--- src/pkg/clock_switch_pkg.sv ---
package clock_switch_pkg;
   // Source encodings
   localparam logic [2:0] SRC_FRC      = 3'h0;
   localparam logic [2:0] SRC_FRC_PLL  = 3'h1;
   localparam logic [2:0] SRC_PRI      = 3'h2;
   localparam logic [2:0] SRC_PRI_PLL  = 3'h3;
   localparam logic [2:0] SRC_SEC      = 3'h4;
   localparam logic [2:0] SRC_SLOW     = 3'h5;
   localparam logic [2:0] SRC_FRC_D16  = 3'h6;
   localparam logic [2:0] SRC_FRC_DN   = 3'h7;
   // Register byte addresses
   localparam logic [3:0] ADDR_CONTROL = 4'h0;
   localparam logic [3:0] ADDR_TRIM    = 4'h4;
   localparam logic [3:0] ADDR_KEY     = 4'h8;
   // Unlock keys
   localparam logic [7:0] KEY_FIRST    = 8'h55;
   localparam logic [7:0] KEY_SECOND   = 8'hAA;
   // Control field positions
   localparam int CUR_LSB     = 12;
   localparam int NEXT_LSB    = 8;
   localparam int FREEZE_BIT  = 7;
   localparam int PINMAP_BIT  = 6;
   localparam int LOCK_BIT    = 5;
   localparam int FAIL_BIT    = 3;
   localparam int KEEP_BIT    = 1;
   localparam int REQ_BIT     = 0;
   // Counts
   localparam logic [3:0]  SETTLE_CYCLES  = 4'hA;
   localparam logic [10:0] STARTUP_CYCLES = 11'h400;
   localparam logic [15:0] RESET_CONTROL  = 16'h0000;
   localparam logic [15:0] RESET_TRIM     = 16'h0000;
endpackage : clock_switch_pkg

--- src/core/clock_switch_and_fail_monitor.sv ---
// Behaviour
// - Fuse one disables switching and monitor
// - Disabled: next ignored, current from fuse
// - Disabled: request bit ignored, reads zero
// - Equal sources: clear request, abort
// - Valid switch clears lock, fail flag
// - Enable target, wait timer and lock
// - Count ten new-clock cycles before swap
// - Done: clear request, copy next source
// - Power down old, keep slow/secondary
// - Processor keeps running during switch
// - Monitor keeps slow RC running awake
// - Failure: trap and fall back to RC
// - PLL failure falls back to RC PLL
// - Registers reset only on power-on
// - Startup timer counts 1024 oscillator cycles
`timescale 1ns/1ns
`default_nettype none
module clock_switch_and_fail_monitor
(
   // Clock and power-on reset
   input  wire  logic        mclk,
   input  wire  logic        rst,
   // Wishbone slave
   input  wire  logic        wb_cyc_i,
   input  wire  logic        wb_stb_i,
   input  wire  logic        wb_we_i,
   input  wire  logic [3:0]  wb_adr_i,
   input  wire  logic [3:0]  wb_sel_i,
   input  wire  logic [31:0] wb_dat_i,
   output logic        [31:0] wb_dat_o,
   output logic               wb_ack_o,
   // Fuses
   input  wire  logic        switch_monitor_fuse,
   input  wire  logic [2:0]  reset_source_fuse,
   // Oscillator status, already in mclk domain
   input  wire  logic [7:0]  osc_running,
   input  wire  logic        new_clock_tick,
   input  wire  logic        pll_locked,
   input  wire  logic        osc_failed,
   input  wire  logic        watchdog_enabled,
   input  wire  logic        sleep_mode,
   // Clock control
   output logic        [7:0] osc_enable,
   output logic        [2:0] clock_select,
   output logic              clock_fail_trap,
   output logic              source_select_freeze,
   output logic              pin_map_freeze,
   output logic        [5:0] trim_field
);
   import clock_switch_pkg::*;

   typedef enum {ST_IDLE, ST_START, ST_WAIT, ST_SETTLE} state_t;

   state_t      state, next_state;
   logic [2:0]  curSrc, next_curSrc;
   logic [2:0]  nextSrc, next_nextSrc;
   logic        switchReq, next_switchReq;
   logic        lockBit, next_lockBit;
   logic        failFlag, next_failFlag;
   logic        keepSec, next_keepSec;
   logic        freeze, next_freeze;
   logic        pinFreeze, next_pinFreeze;
   logic [5:0]  trim, next_trim;
   logic [1:0]  keyStage, next_keyStage;
   logic [10:0] startCnt, next_startCnt;
   logic [3:0]  settleCnt, next_settleCnt;
   logic [7:0]  oscEn, next_oscEn;
   logic        trap, next_trap;
   logic        ack, next_ack;
   logic [31:0] rdata, next_rdata;
   logic        fuseCaught, next_fuseCaught;
   logic        switchEn;
   logic        access, wr;
   logic [15:0] ctrlRead;

   assign switchEn = ~switch_monitor_fuse;
   assign access   = wb_cyc_i & wb_stb_i & ~ack;
   assign wr       = access & wb_we_i;

   function automatic logic uses_pll(input logic [2:0] s);
      uses_pll = (s == SRC_FRC_PLL) || (s == SRC_PRI_PLL);
   endfunction : uses_pll

   function automatic logic is_crystal(input logic [2:0] s);
      is_crystal = (s == SRC_PRI) || (s == SRC_PRI_PLL) || (s == SRC_SEC);
   endfunction : is_crystal

   always_comb
   begin
      ctrlRead = 16'h0000;
      ctrlRead[CUR_LSB +: 3]  = curSrc;
      ctrlRead[NEXT_LSB +: 3] = nextSrc;
      ctrlRead[FREEZE_BIT]    = freeze;
      ctrlRead[PINMAP_BIT]    = pinFreeze;
      ctrlRead[LOCK_BIT]      = lockBit;
      ctrlRead[FAIL_BIT]      = failFlag;
      ctrlRead[KEEP_BIT]      = keepSec;
      ctrlRead[REQ_BIT]       = switchReq & switchEn;
   end

   always_comb
   begin
      next_state     = state;
      next_curSrc    = curSrc;
      next_nextSrc   = nextSrc;
      next_switchReq = switchReq;
      next_lockBit   = lockBit;
      next_failFlag  = failFlag;
      next_keepSec   = keepSec;
      next_freeze    = freeze;
      next_pinFreeze = pinFreeze;
      next_trim      = trim;
      next_keyStage  = keyStage;
      next_startCnt  = startCnt;
      next_settleCnt = settleCnt;
      next_oscEn     = oscEn;
      next_trap      = 1'b0;
      next_ack       = access;
      next_rdata     = rdata;
      next_fuseCaught = 1'b1;
      // Fuse caught once after power-on release
      if (!fuseCaught)
      begin
         next_curSrc  = reset_source_fuse;
         next_nextSrc = reset_source_fuse;
         next_oscEn   = 8'h00;
         next_oscEn[reset_source_fuse] = 1'b1;
      end
      // Bus access and unlock keys
      if (access)
      begin
         next_rdata = 32'h0000_0000;
         if (wb_adr_i == ADDR_CONTROL)
            next_rdata = {16'h0000, ctrlRead};
         else if (wb_adr_i == ADDR_TRIM)
            next_rdata = {26'h0, trim};
         else if (wb_adr_i == ADDR_KEY)
            next_rdata = {30'h0, keyStage};
         if (wr)
         begin
            next_keyStage = 2'h0;
            if (wb_adr_i == ADDR_KEY && wb_sel_i[0])
            begin
               if (keyStage == 2'h0 && wb_dat_i[7:0] == KEY_FIRST)
                  next_keyStage = 2'h1;
               else if (keyStage == 2'h1 && wb_dat_i[7:0] == KEY_SECOND)
                  next_keyStage = 2'h2;
            end
            else if (wb_adr_i == ADDR_CONTROL && keyStage == 2'h2)
            begin
               // Frozen selection blocks high byte and request
               if (wb_sel_i[1] && !freeze && state == ST_IDLE)
                  next_nextSrc = wb_dat_i[NEXT_LSB +: 3];
               if (wb_sel_i[0])
               begin
                  next_pinFreeze = wb_dat_i[PINMAP_BIT];
                  next_keepSec   = wb_dat_i[KEEP_BIT];
                  if (!wb_dat_i[FAIL_BIT])
                     next_failFlag = 1'b0;
                  if (!freeze)
                     next_freeze = wb_dat_i[FREEZE_BIT];
                  if (switchEn && !freeze && wb_dat_i[REQ_BIT])
                     next_switchReq = 1'b1;
               end
            end
            else if (wb_adr_i == ADDR_TRIM && wb_sel_i[0])
               next_trim = wb_dat_i[5:0];
         end
      end
      if (!switchEn)
         next_switchReq = 1'b0;
      // Switch sequence; the core runs on meanwhile
      case (state)
         ST_IDLE:
            if (switchReq && switchEn)
            begin
               if (nextSrc == curSrc)
                  next_switchReq = 1'b0;
               else
               begin
                  next_lockBit  = 1'b0;
                  next_failFlag = 1'b0;
                  next_state    = ST_START;
               end
            end
         ST_START:
         begin
            next_oscEn[nextSrc] = 1'b1;
            next_startCnt  = 11'h000;
            next_settleCnt = 4'h0;
            next_state     = ST_WAIT;
         end
         ST_WAIT:
         begin
            // Timer counts ticks of the oscillator being started
            if (osc_running[nextSrc] && is_crystal(nextSrc) && new_clock_tick
                && startCnt != STARTUP_CYCLES)
               next_startCnt = startCnt + 11'h001;
            if (osc_running[nextSrc]
                && (!is_crystal(nextSrc) || startCnt == STARTUP_CYCLES)
                && (!uses_pll(nextSrc) || pll_locked))
            begin
               next_lockBit = uses_pll(nextSrc) | is_crystal(nextSrc);
               next_state   = ST_SETTLE;
            end
         end
         ST_SETTLE:
         begin
            if (new_clock_tick)
               next_settleCnt = settleCnt + 4'h1;
            if (new_clock_tick && settleCnt == SETTLE_CYCLES - 4'h1)
            begin
               next_curSrc    = nextSrc;
               next_switchReq = 1'b0;
               next_oscEn     = 8'h00;
               next_oscEn[nextSrc] = 1'b1;
               next_state     = ST_IDLE;
            end
         end
         default:
            next_state = ST_IDLE;
      endcase
      // Survivors of the power-down
      if (keepSec)
         next_oscEn[SRC_SEC] = 1'b1;
      if ((watchdog_enabled || switchEn) && !sleep_mode)
         next_oscEn[SRC_SLOW] = 1'b1;
      // Fail-safe fallback wins over any pending switch
      if (switchEn && osc_failed && fuseCaught)
      begin
         next_trap      = 1'b1;
         next_failFlag  = 1'b1;
         next_switchReq = 1'b0;
         next_state     = ST_IDLE;
         next_curSrc    = uses_pll(curSrc) ? SRC_FRC_PLL : SRC_FRC;
         next_nextSrc   = next_curSrc;
         next_oscEn[next_curSrc] = 1'b1;
      end
   end

   // Only power-on reset reaches these flops
   always_ff @(posedge mclk)
   begin
      if (rst)
      begin
         state      <= ST_IDLE;
         curSrc     <= SRC_FRC;
         nextSrc    <= SRC_FRC;
         switchReq  <= RESET_CONTROL[REQ_BIT];
         lockBit    <= RESET_CONTROL[LOCK_BIT];
         failFlag   <= RESET_CONTROL[FAIL_BIT];
         keepSec    <= RESET_CONTROL[KEEP_BIT];
         freeze     <= RESET_CONTROL[FREEZE_BIT];
         pinFreeze  <= RESET_CONTROL[PINMAP_BIT];
         trim       <= RESET_TRIM[5:0];
         keyStage   <= 2'h0;
         startCnt   <= 11'h000;
         settleCnt  <= 4'h0;
         oscEn      <= 8'h00;
         trap       <= 1'b0;
         ack        <= 1'b0;
         rdata      <= 32'h0000_0000;
         fuseCaught <= 1'b0;
      end
      else
      begin
         state      <= next_state;
         curSrc     <= next_curSrc;
         nextSrc    <= next_nextSrc;
         switchReq  <= next_switchReq;
         lockBit    <= next_lockBit;
         failFlag   <= next_failFlag;
         keepSec    <= next_keepSec;
         freeze     <= next_freeze;
         pinFreeze  <= next_pinFreeze;
         trim       <= next_trim;
         keyStage   <= next_keyStage;
         startCnt   <= next_startCnt;
         settleCnt  <= next_settleCnt;
         oscEn      <= next_oscEn;
         trap       <= next_trap;
         ack        <= next_ack;
         rdata      <= next_rdata;
         fuseCaught <= next_fuseCaught;
      end
   end

   assign wb_dat_o             = rdata;
   assign wb_ack_o             = ack;
   assign osc_enable           = oscEn;
   assign clock_select         = curSrc;
   assign clock_fail_trap      = trap;
   assign source_select_freeze = freeze;
   assign pin_map_freeze       = pinFreeze;
   assign trim_field           = trim;
endmodule : clock_switch_and_fail_monitor
`default_nettype wire

--- config.mk ---
export PLATFORM = sky130hd
export DESIGN_NAME = clock_switch_and_fail_monitor
export DESIGN_NICKNAME = d
export VERILOG_FILES = /design/src/pkg/clock_switch_pkg.sv /design/src/core/clock_switch_and_fail_monitor.sv
export SDC_FILE = /design/constraint.sdc
export NUM_CORES = 1
export LEC_CHECK = 0
export BUFFER_PORTS_ARGS = -buffer_cell sky130_fd_sc_hd__buf_4
export CORE_AREA = 5 5 111 113
export DETAILED_ROUTE_END_ITERATION = 8
export DIE_AREA = 0 0 116 118
export PLACE_DENSITY = 0.57
export SLEW_MARGIN = 30
export SYNTH_ARGS = -nofsm -noshare
export SYNTH_HDL_FRONTEND = slang
export SYNTH_SLANG_ARGS = --single-unit
export TNS_END_PERCENT = 30
--- constraint.sdc ---
create_clock -name mclk -period 5.9 [get_ports mclk]
set_input_delay 0 -clock mclk [delete_from_list [all_inputs] [get_ports mclk]]
set_output_delay 0 -clock mclk [all_outputs]
set_load 0.005 [all_outputs]
==> flow_summary.yaml, run 1 <==
clocking:
  clk_path_buf_depth: 2
  cts-root-buf: "clkbuf_16"
  tritoncts: "done"
  cts_sinks: 62
  postCtsSetupBuffers: 0
  htreeDepth: 3
  clk_latency_ps: 330
  clkTransAtPathRegs_ps: 60
  numCtsBuffers: 9
yosys:
  synth_cell_types: 54
  yosys.area_share.simple_pct: 23.3
  seq_area_frac_synth_pct: 36.9
  yosysTopAreaCellShare_pct: 36.9
  synth_xor_area_share_pct: 0.782
  syn_inst: 407
  synth_seq_cells: 62
  synth.avg_cell_area_um2: 8.25
  synth_top_family_by_area: "simple AND/OR/NAND/NOR gates"
  synth-compound-area-share_pct: 18.4
  ys_async_sr_fraction_pct: 0
  synth_top_cell_by_area: "dfxtp_1"
  synth_area_leaders: "dfxtp_1, nor2_1, mux2i_1, a21oi_1, buf_4"
  muxShareOfSynthArea_pct: 7.90
  synth_ff_type: "dfxtp_1"
  yosys_warnings: 0
  synth_area_mm2: 0.00336
  synthAdderAreaFrac_pct: 3.35
  synth_edf_count: 0
pwr:
  p_leak_nw: 1.72
  max-vdd-ir-drop_uv: 105
  finalPower_mw: 1.05
  power_density_mw_per_mm2: 243
route:
  wl_per_cell_um: 15.0
  ant_nets: 0
  wl_um: 9370
  vias: 3230
  drtIter0Drc: 241
  drc_errors: 0
  firstDrtPassIters: 5
  vias_per_cell: 5.18
timing:
  min_period_over_period_pct: 44.5
  clock_skew_ps: 9.34
  drv_slew: 0
  final_hold_viol_count: 0
  worst_slack_ps: 3280
  rsz0062_at_grt: "no"
  setup_viol: 0
  finalSetupTns_ps: 0
  max_freq_ghz: 0.381
  min_period_ps: 2620
  max-slew-margin-rel_pct: 48.3
  tightest_slew_ps: 774
place:
  place_area_mm2: 0.00391
  dp_hpwl_um: 6800
  placedCellCount: 597
  place_ws_ps: 3300
  place.gp.congestion: 0.850
  portBuffers: 73
critical_path:
  critPathCaptureType: "flop"
  crit_required_ps: 6070
  r2r_slack_ps: 3280
  rr_worst_depth: 5
  worstPathMaxFanout: 20
  max_stage_delay_ps: 680
  critPathArrivalTime_ps: 2800
  worstSetupPathType: "reg2reg"
  reg2reg_to: "startCnt[10]$_SDFFE_PP0P_"
  start_kind: "flop"
  crit_chain: "mux4_1, mux2i_1, o32a_1, or4_1, a21oi_1"
  r2r-start: "nextSrc[1]$_SDFF_PP0_"
  slowest_stage: "mux4_1"
floorplanning:
  die_h_um: 118
  io_pins: 115
  dieWidth_um: 116
  coreArea_mm2: 0.0112
  rows: 39
  start_util_pct: 29.9
  die_area_mm2: 0.0137
cells_and_area:
  diodes: 0
  final_area_mm2: 0.00432
  nFillCells: 1168
  stdcell_count: 624
  final_common_cell: "buf_4"
  layout_common_cells: "buf_4, dfxtp_1, nor2_1, a21oi_1, nand2_1"
  area_growth_pct: 28.6
  layout-drive-gt1-share_pct: 19.3
  nNetsFinal: 547
global_routing:
  antenna_found_initial: 0
  grt_pass1_vias: 3072
  grt.overflow.total: 0
  grt_pass1_wl_um: 15200
  grt_usage_pct: 13.6
  grt_max_degree: 45
hold_path:
  min_path_cells: 4
  min_path_type: "in2reg"
  hp-start: "sleep_mode"
  min_to: "osc_enable[5]$_SDFF_PP0_"
status:
  status: "completed"
flow_run:
  drv_cap: 0
cells by family after synthesis:
kind of cell               after synthesis
adders and majority gates                9
AOI/OAI and AO/OA                       97
DFF                                     62
muxes                                   23
buffers and inverters                   60
xor gates and xnor gates                 3
and+or+nand+nor                        152
other                                    1
state kept, by name, summed over array words and instances (netlist names), 2 cells and up:
| register | cells |
|---|---|
| keyStage | 2 |
| startCnt | 11 |
| clock_select | 3 |
| state | 2 |
| settleCnt | 4 |
| osc_enable | 8 |
| wb_dat_o | 14 |
| trim_field | 6 |
| nextSrc | 3 |
Yosys cell counts (all sizes together), types with 3 or more instances:
library cell / instances
nand2b: 4
nand2: 22
inv: 17
dfxtp: 62
o22ai: 3
nor2b: 9
a31oi: 4
nand3: 11
nor4b: 5
a22oi: 15
buf: 25
a21oi: 35
nor4: 5
nor2: 52
a211oi: 5
xnor2: 3
nor3: 13
o21ai: 13
or4: 3
nand4: 6
ha: 9
mux2i: 19
nand3b: 3
clkbuf: 18
or3: 8
power by group:
part           switching (mW)  internal (mW)  total, mW
Sequential             0.0119          0.425      0.437
Clock                   0.197          0.328      0.524
Combinational          0.0453         0.0443     0.0895
area by class of cell:
class | count | area (um2) | area share (%)
multi-input cells | 302 | 1880 | 43.5
flip-flops and latches | 62 | 1240 | 28.7
repair buffers | 84 | 658 | 15.2
clock buffers | 9 | 225 | 5.21
well taps | 143 | 179 | 4.14
clock inverters | 7 | 73.8 | 1.71
inverters | 17 | 63.8 | 1.48
critical path, delay by kind of cell, from the launching register on:
kind,cells,cell delay (ps)
AO/OA/AOI/OAI,2,660
multiplexers,2,940
AND/OR/NAND/NOR,1,210
flip-flops,1,660
worst max-delay path by stage:
stage | startpoint | end | slack (ps) | cells past startpoint
after floorplan | state[0]$_SDFFE_PP0P_ | startCnt[6]$_SDFFE_PP0P_ | 3820 | 8
after global placement | nextSrc[1]$_SDFF_PP0_ | startCnt[10]$_SDFFE_PP0P_ | 3370 | 5
after detailed placement | nextSrc[1]$_SDFF_PP0_ | startCnt[6]$_SDFFE_PP0P_ | 3300 | 5
after CTS | nextSrc[1]$_SDFF_PP0_ | startCnt[10]$_SDFFE_PP0P_ | 3300 | 5
after global routing | nextSrc[1]$_SDFF_PP0_ | startCnt[4]$_SDFFE_PP0P_ | 3060 | 5
final | nextSrc[1]$_SDFF_PP0_ | startCnt[10]$_SDFFE_PP0P_ | 3280 | 5
per-layer routing:
| layer | routed length, um | GRT usage (%) |
|---|---|---|
| met1 | 4330 | 18.9 |
| met2 | 4230 | 20.8 |
| met3 | 730 | 3.60 |
| met4 | 77 | 3.99 |
| met5 | 0 | 0 |
timing repair:
item | 4_1_cts | 5_1_grt
resized for setup | 0 | 0
endpoints found under the setup margin | 0 | 0
hold endpoints to repair | 12 | 0
hold buffers | 11 | 0
stage by stage:
stage / hold slack [ps] / utilization, %
floorplan: 78.5 / -
global placement: 209 / 34.8
detailed placement: 213 / 34.8
CTS: 11.3 / 38.5
global route: 37.1 / 38.5
finish: 9.07 / 38.5
No activity file was read; power rests on OpenSTA's default activity.
==> run 2, diff against run 1 <==
==> constraint.sdc (replaced) <==
create_clock -name mclk -period 2.6 [get_ports mclk]
set_input_delay 0 -clock mclk [delete_from_list [all_inputs] [get_ports mclk]]
set_output_delay 0 -clock mclk [all_outputs]
set_load 0.005 [all_outputs]
==> run 2 against run 1 <==
  * Fmax up 15%
  * Routed wire length up 2.8%
  * Clock skew down 6.5 ps
  * Final area up 1.9%
  * Critical path type unchanged
  * Count of clock-buffer cells in the layout unchanged
  * Sequential share of layout area down 0.52 points
  * Core utilization up 0.71 points
  * Combinational power up 150%
  * Via count up 1.4%
  * Cell count up 1.8%
  * Largest power group unchanged
  * First-iteration DRC count down 12%
==> flow_summary.yaml, run 2 (same netlist as run 1, synthesis figures left out) <==
flow_run:
  drv_cap: 0
timing:
  min_period_over_period_pct: 87.7
  max-slew-margin-rel_pct: 55.3
  setup_viol: 0
  tightest_slew_ps: 670
  max_freq_ghz: 0.439
  rsz0062_at_grt: "no"
  min_period_ps: 2280
  final_hold_viol_count: 0
  clock_skew_ps: 2.84
  drv_slew: 0
  finalSetupTns_ps: 0
floorplanning:
  die_h_um: 118
  rows: 39
  start_util_pct: 29.9
  die_area_mm2: 0.0137
  dieWidth_um: 116
  io_pins: 115
  coreArea_mm2: 0.0112
clocking:
  cts_resized: 0
  tritoncts: "done"
  clk_path_buf_depth: 2
  clkTransAtPathRegs_ps: 50
  cts_sinks: 62
  numCtsBuffers: 9
  clk_latency_ps: 330
  cts-root-buf: "clkbuf_16"
  htreeDepth: 3
  postCtsSetupBuffers: 0
  hold_buffers: 12
critical_path:
  crit_chain: "mux4_1, mux2i_1, o32a_1, buf_4, o21ai_0, a21oi_1"
  worstSetupPathType: "reg2reg"
  cp_top_family: "multiplexers"
  critPathCaptureType: "flop"
  r2r_slack_ps: 320
  critPathArrivalTime_ps: 2540
  slowest_stage: "mux4_1"
  worstPathMaxFanout: 15
  max_stage_delay_ps: 590
  crit_buf_inv: 1
  crit_required_ps: 2860
  start_kind: "flop"
route:
  drtIter0Drc: 213
  firstDrtPassIters: 4
  wl_um: 9630
  vias: 3276
  ant_nets: 0
  wl_per_cell_um: 15.2
  drc_errors: 0
  vias_per_cell: 5.16
pwr:
  power_density_mw_per_mm2: 545
  switchingPower_mw: 0.583
  seq_power_share_pct: 41.0
  power_frac_comb_pct: 9.2
  p_leak_nw: 1.78
  netSwitchingFraction_pct: 24.3
  internal_power_mw: 1.82
  pwr-share-clk_pct: 49.8
  max-vdd-ir-drop_uv: 306
cells_and_area:
  layout_common_cells: "buf_4, dfxtp_1, nor2_1, a21oi_1, nand2_1"
  nNetsFinal: 558
  largest_reg_flops: 14
  diodes: 0
  area_growth_pct: 31.0
  nFillCells: 1179
  post-route-util_pct: 39.2
  final_common_cell: "buf_4"
  layout-drive-gt1-share_pct: 20.7
global_routing:
  grt_max_degree: 45
  grt_pass1_wl_um: 15400
  grt_pass1_vias: 3149
  antenna_found_initial: 0
  grt_usage_pct: 14.0
  grt.overflow.total: 0
status:
  status: "completed"
place:
  dp_hpwl_um: 7110
  place.gp.congestion: 0.866
  portBuffers: 73
hold_path:
  min_path_type: "in2reg"
[run 2: cell count changes in the layout (fill, tap and decap cells not counted)]
cell,delta
nor3_2,-1
o21ai_1,-1
dlygate4sd3_1,+1
o21ai_0,+1
buf_4,+10
nor3_1,+1
[run 2: worst register-to-register path, cell delays in order, from the launching register on]
cell	delay, ps
dfxtp_1	380
mux4_1	590
mux2i_1	290
o32a_1	520
buf_4	220
o21ai_0	80
a21oi_1	130
[run 2: path summary, 6_finish.rpt]
kind                            startpoint                        to  cells after the start
setup reg to reg     nextSrc[1]$_SDFF_PP0_  startCnt[3]$_SDFFE_PP0P_                      6
hold / removal                 wb_adr_i[1]  wb_dat_o[2]$_SDFFE_PP0N_                      4
hold reg to reg   wb_dat_o[4]$_SDFFE_PP0N_  wb_dat_o[4]$_SDFFE_PP0N_                      2
setup / recovery     nextSrc[1]$_SDFF_PP0_  startCnt[3]$_SDFFE_PP0P_                      6
[run 2: power by group through the flow]
stage / Sequential, mW / Clock (mW) / Combinational (mW)
floorplan: 0.993 / 0 / 0.132
global placement: 1.00 / 0 / 0.203
detailed placement: 1.00 / 0 / 0.205
CTS: 0.983 / 1.23 / 0.220
global route: 0.985 / 1.27 / 0.241
finish: 0.983 / 1.19 / 0.221
[run 2: final cells by class]
type / instances / area, um2 / share of cell area (%)
clock inverters: 7 / 73.8 / 1.68
inverters: 17 / 63.8 / 1.45
well taps: 143 / 179 / 4.07
clock buffers: 9 / 225 / 5.12
repair buffers: 95 / 743 / 16.9
multi-input cells: 302 / 1870 / 42.6
flip-flops and latches: 62 / 1240 / 28.2
[run 2: per-layer routing]
layer | track usage [%] | share of wire [%]
met1 | 19.0 | 46
met2 | 21.2 | 45
met3 | 3.44 | 7.7
met4 | 5.66 | 1.7
met5 | 0 | 0
[run 2: metrics by stage]
step           std cells  hold slack, ps  setup slack [ps]  total power [mW]  instance area (um2)
6_report             635            12.5               320              2.40                 4400
5_1_grt              635            56.1              87.8              2.50                 4400
4_1_cts              635            4.25               326              2.43                 4400
3_5_place_dp         607             207               336              1.21                 3980
3_3_place_gp         607             209               380              1.21                 3980
2_1_floorplan        424            78.5               522              1.12                 3420
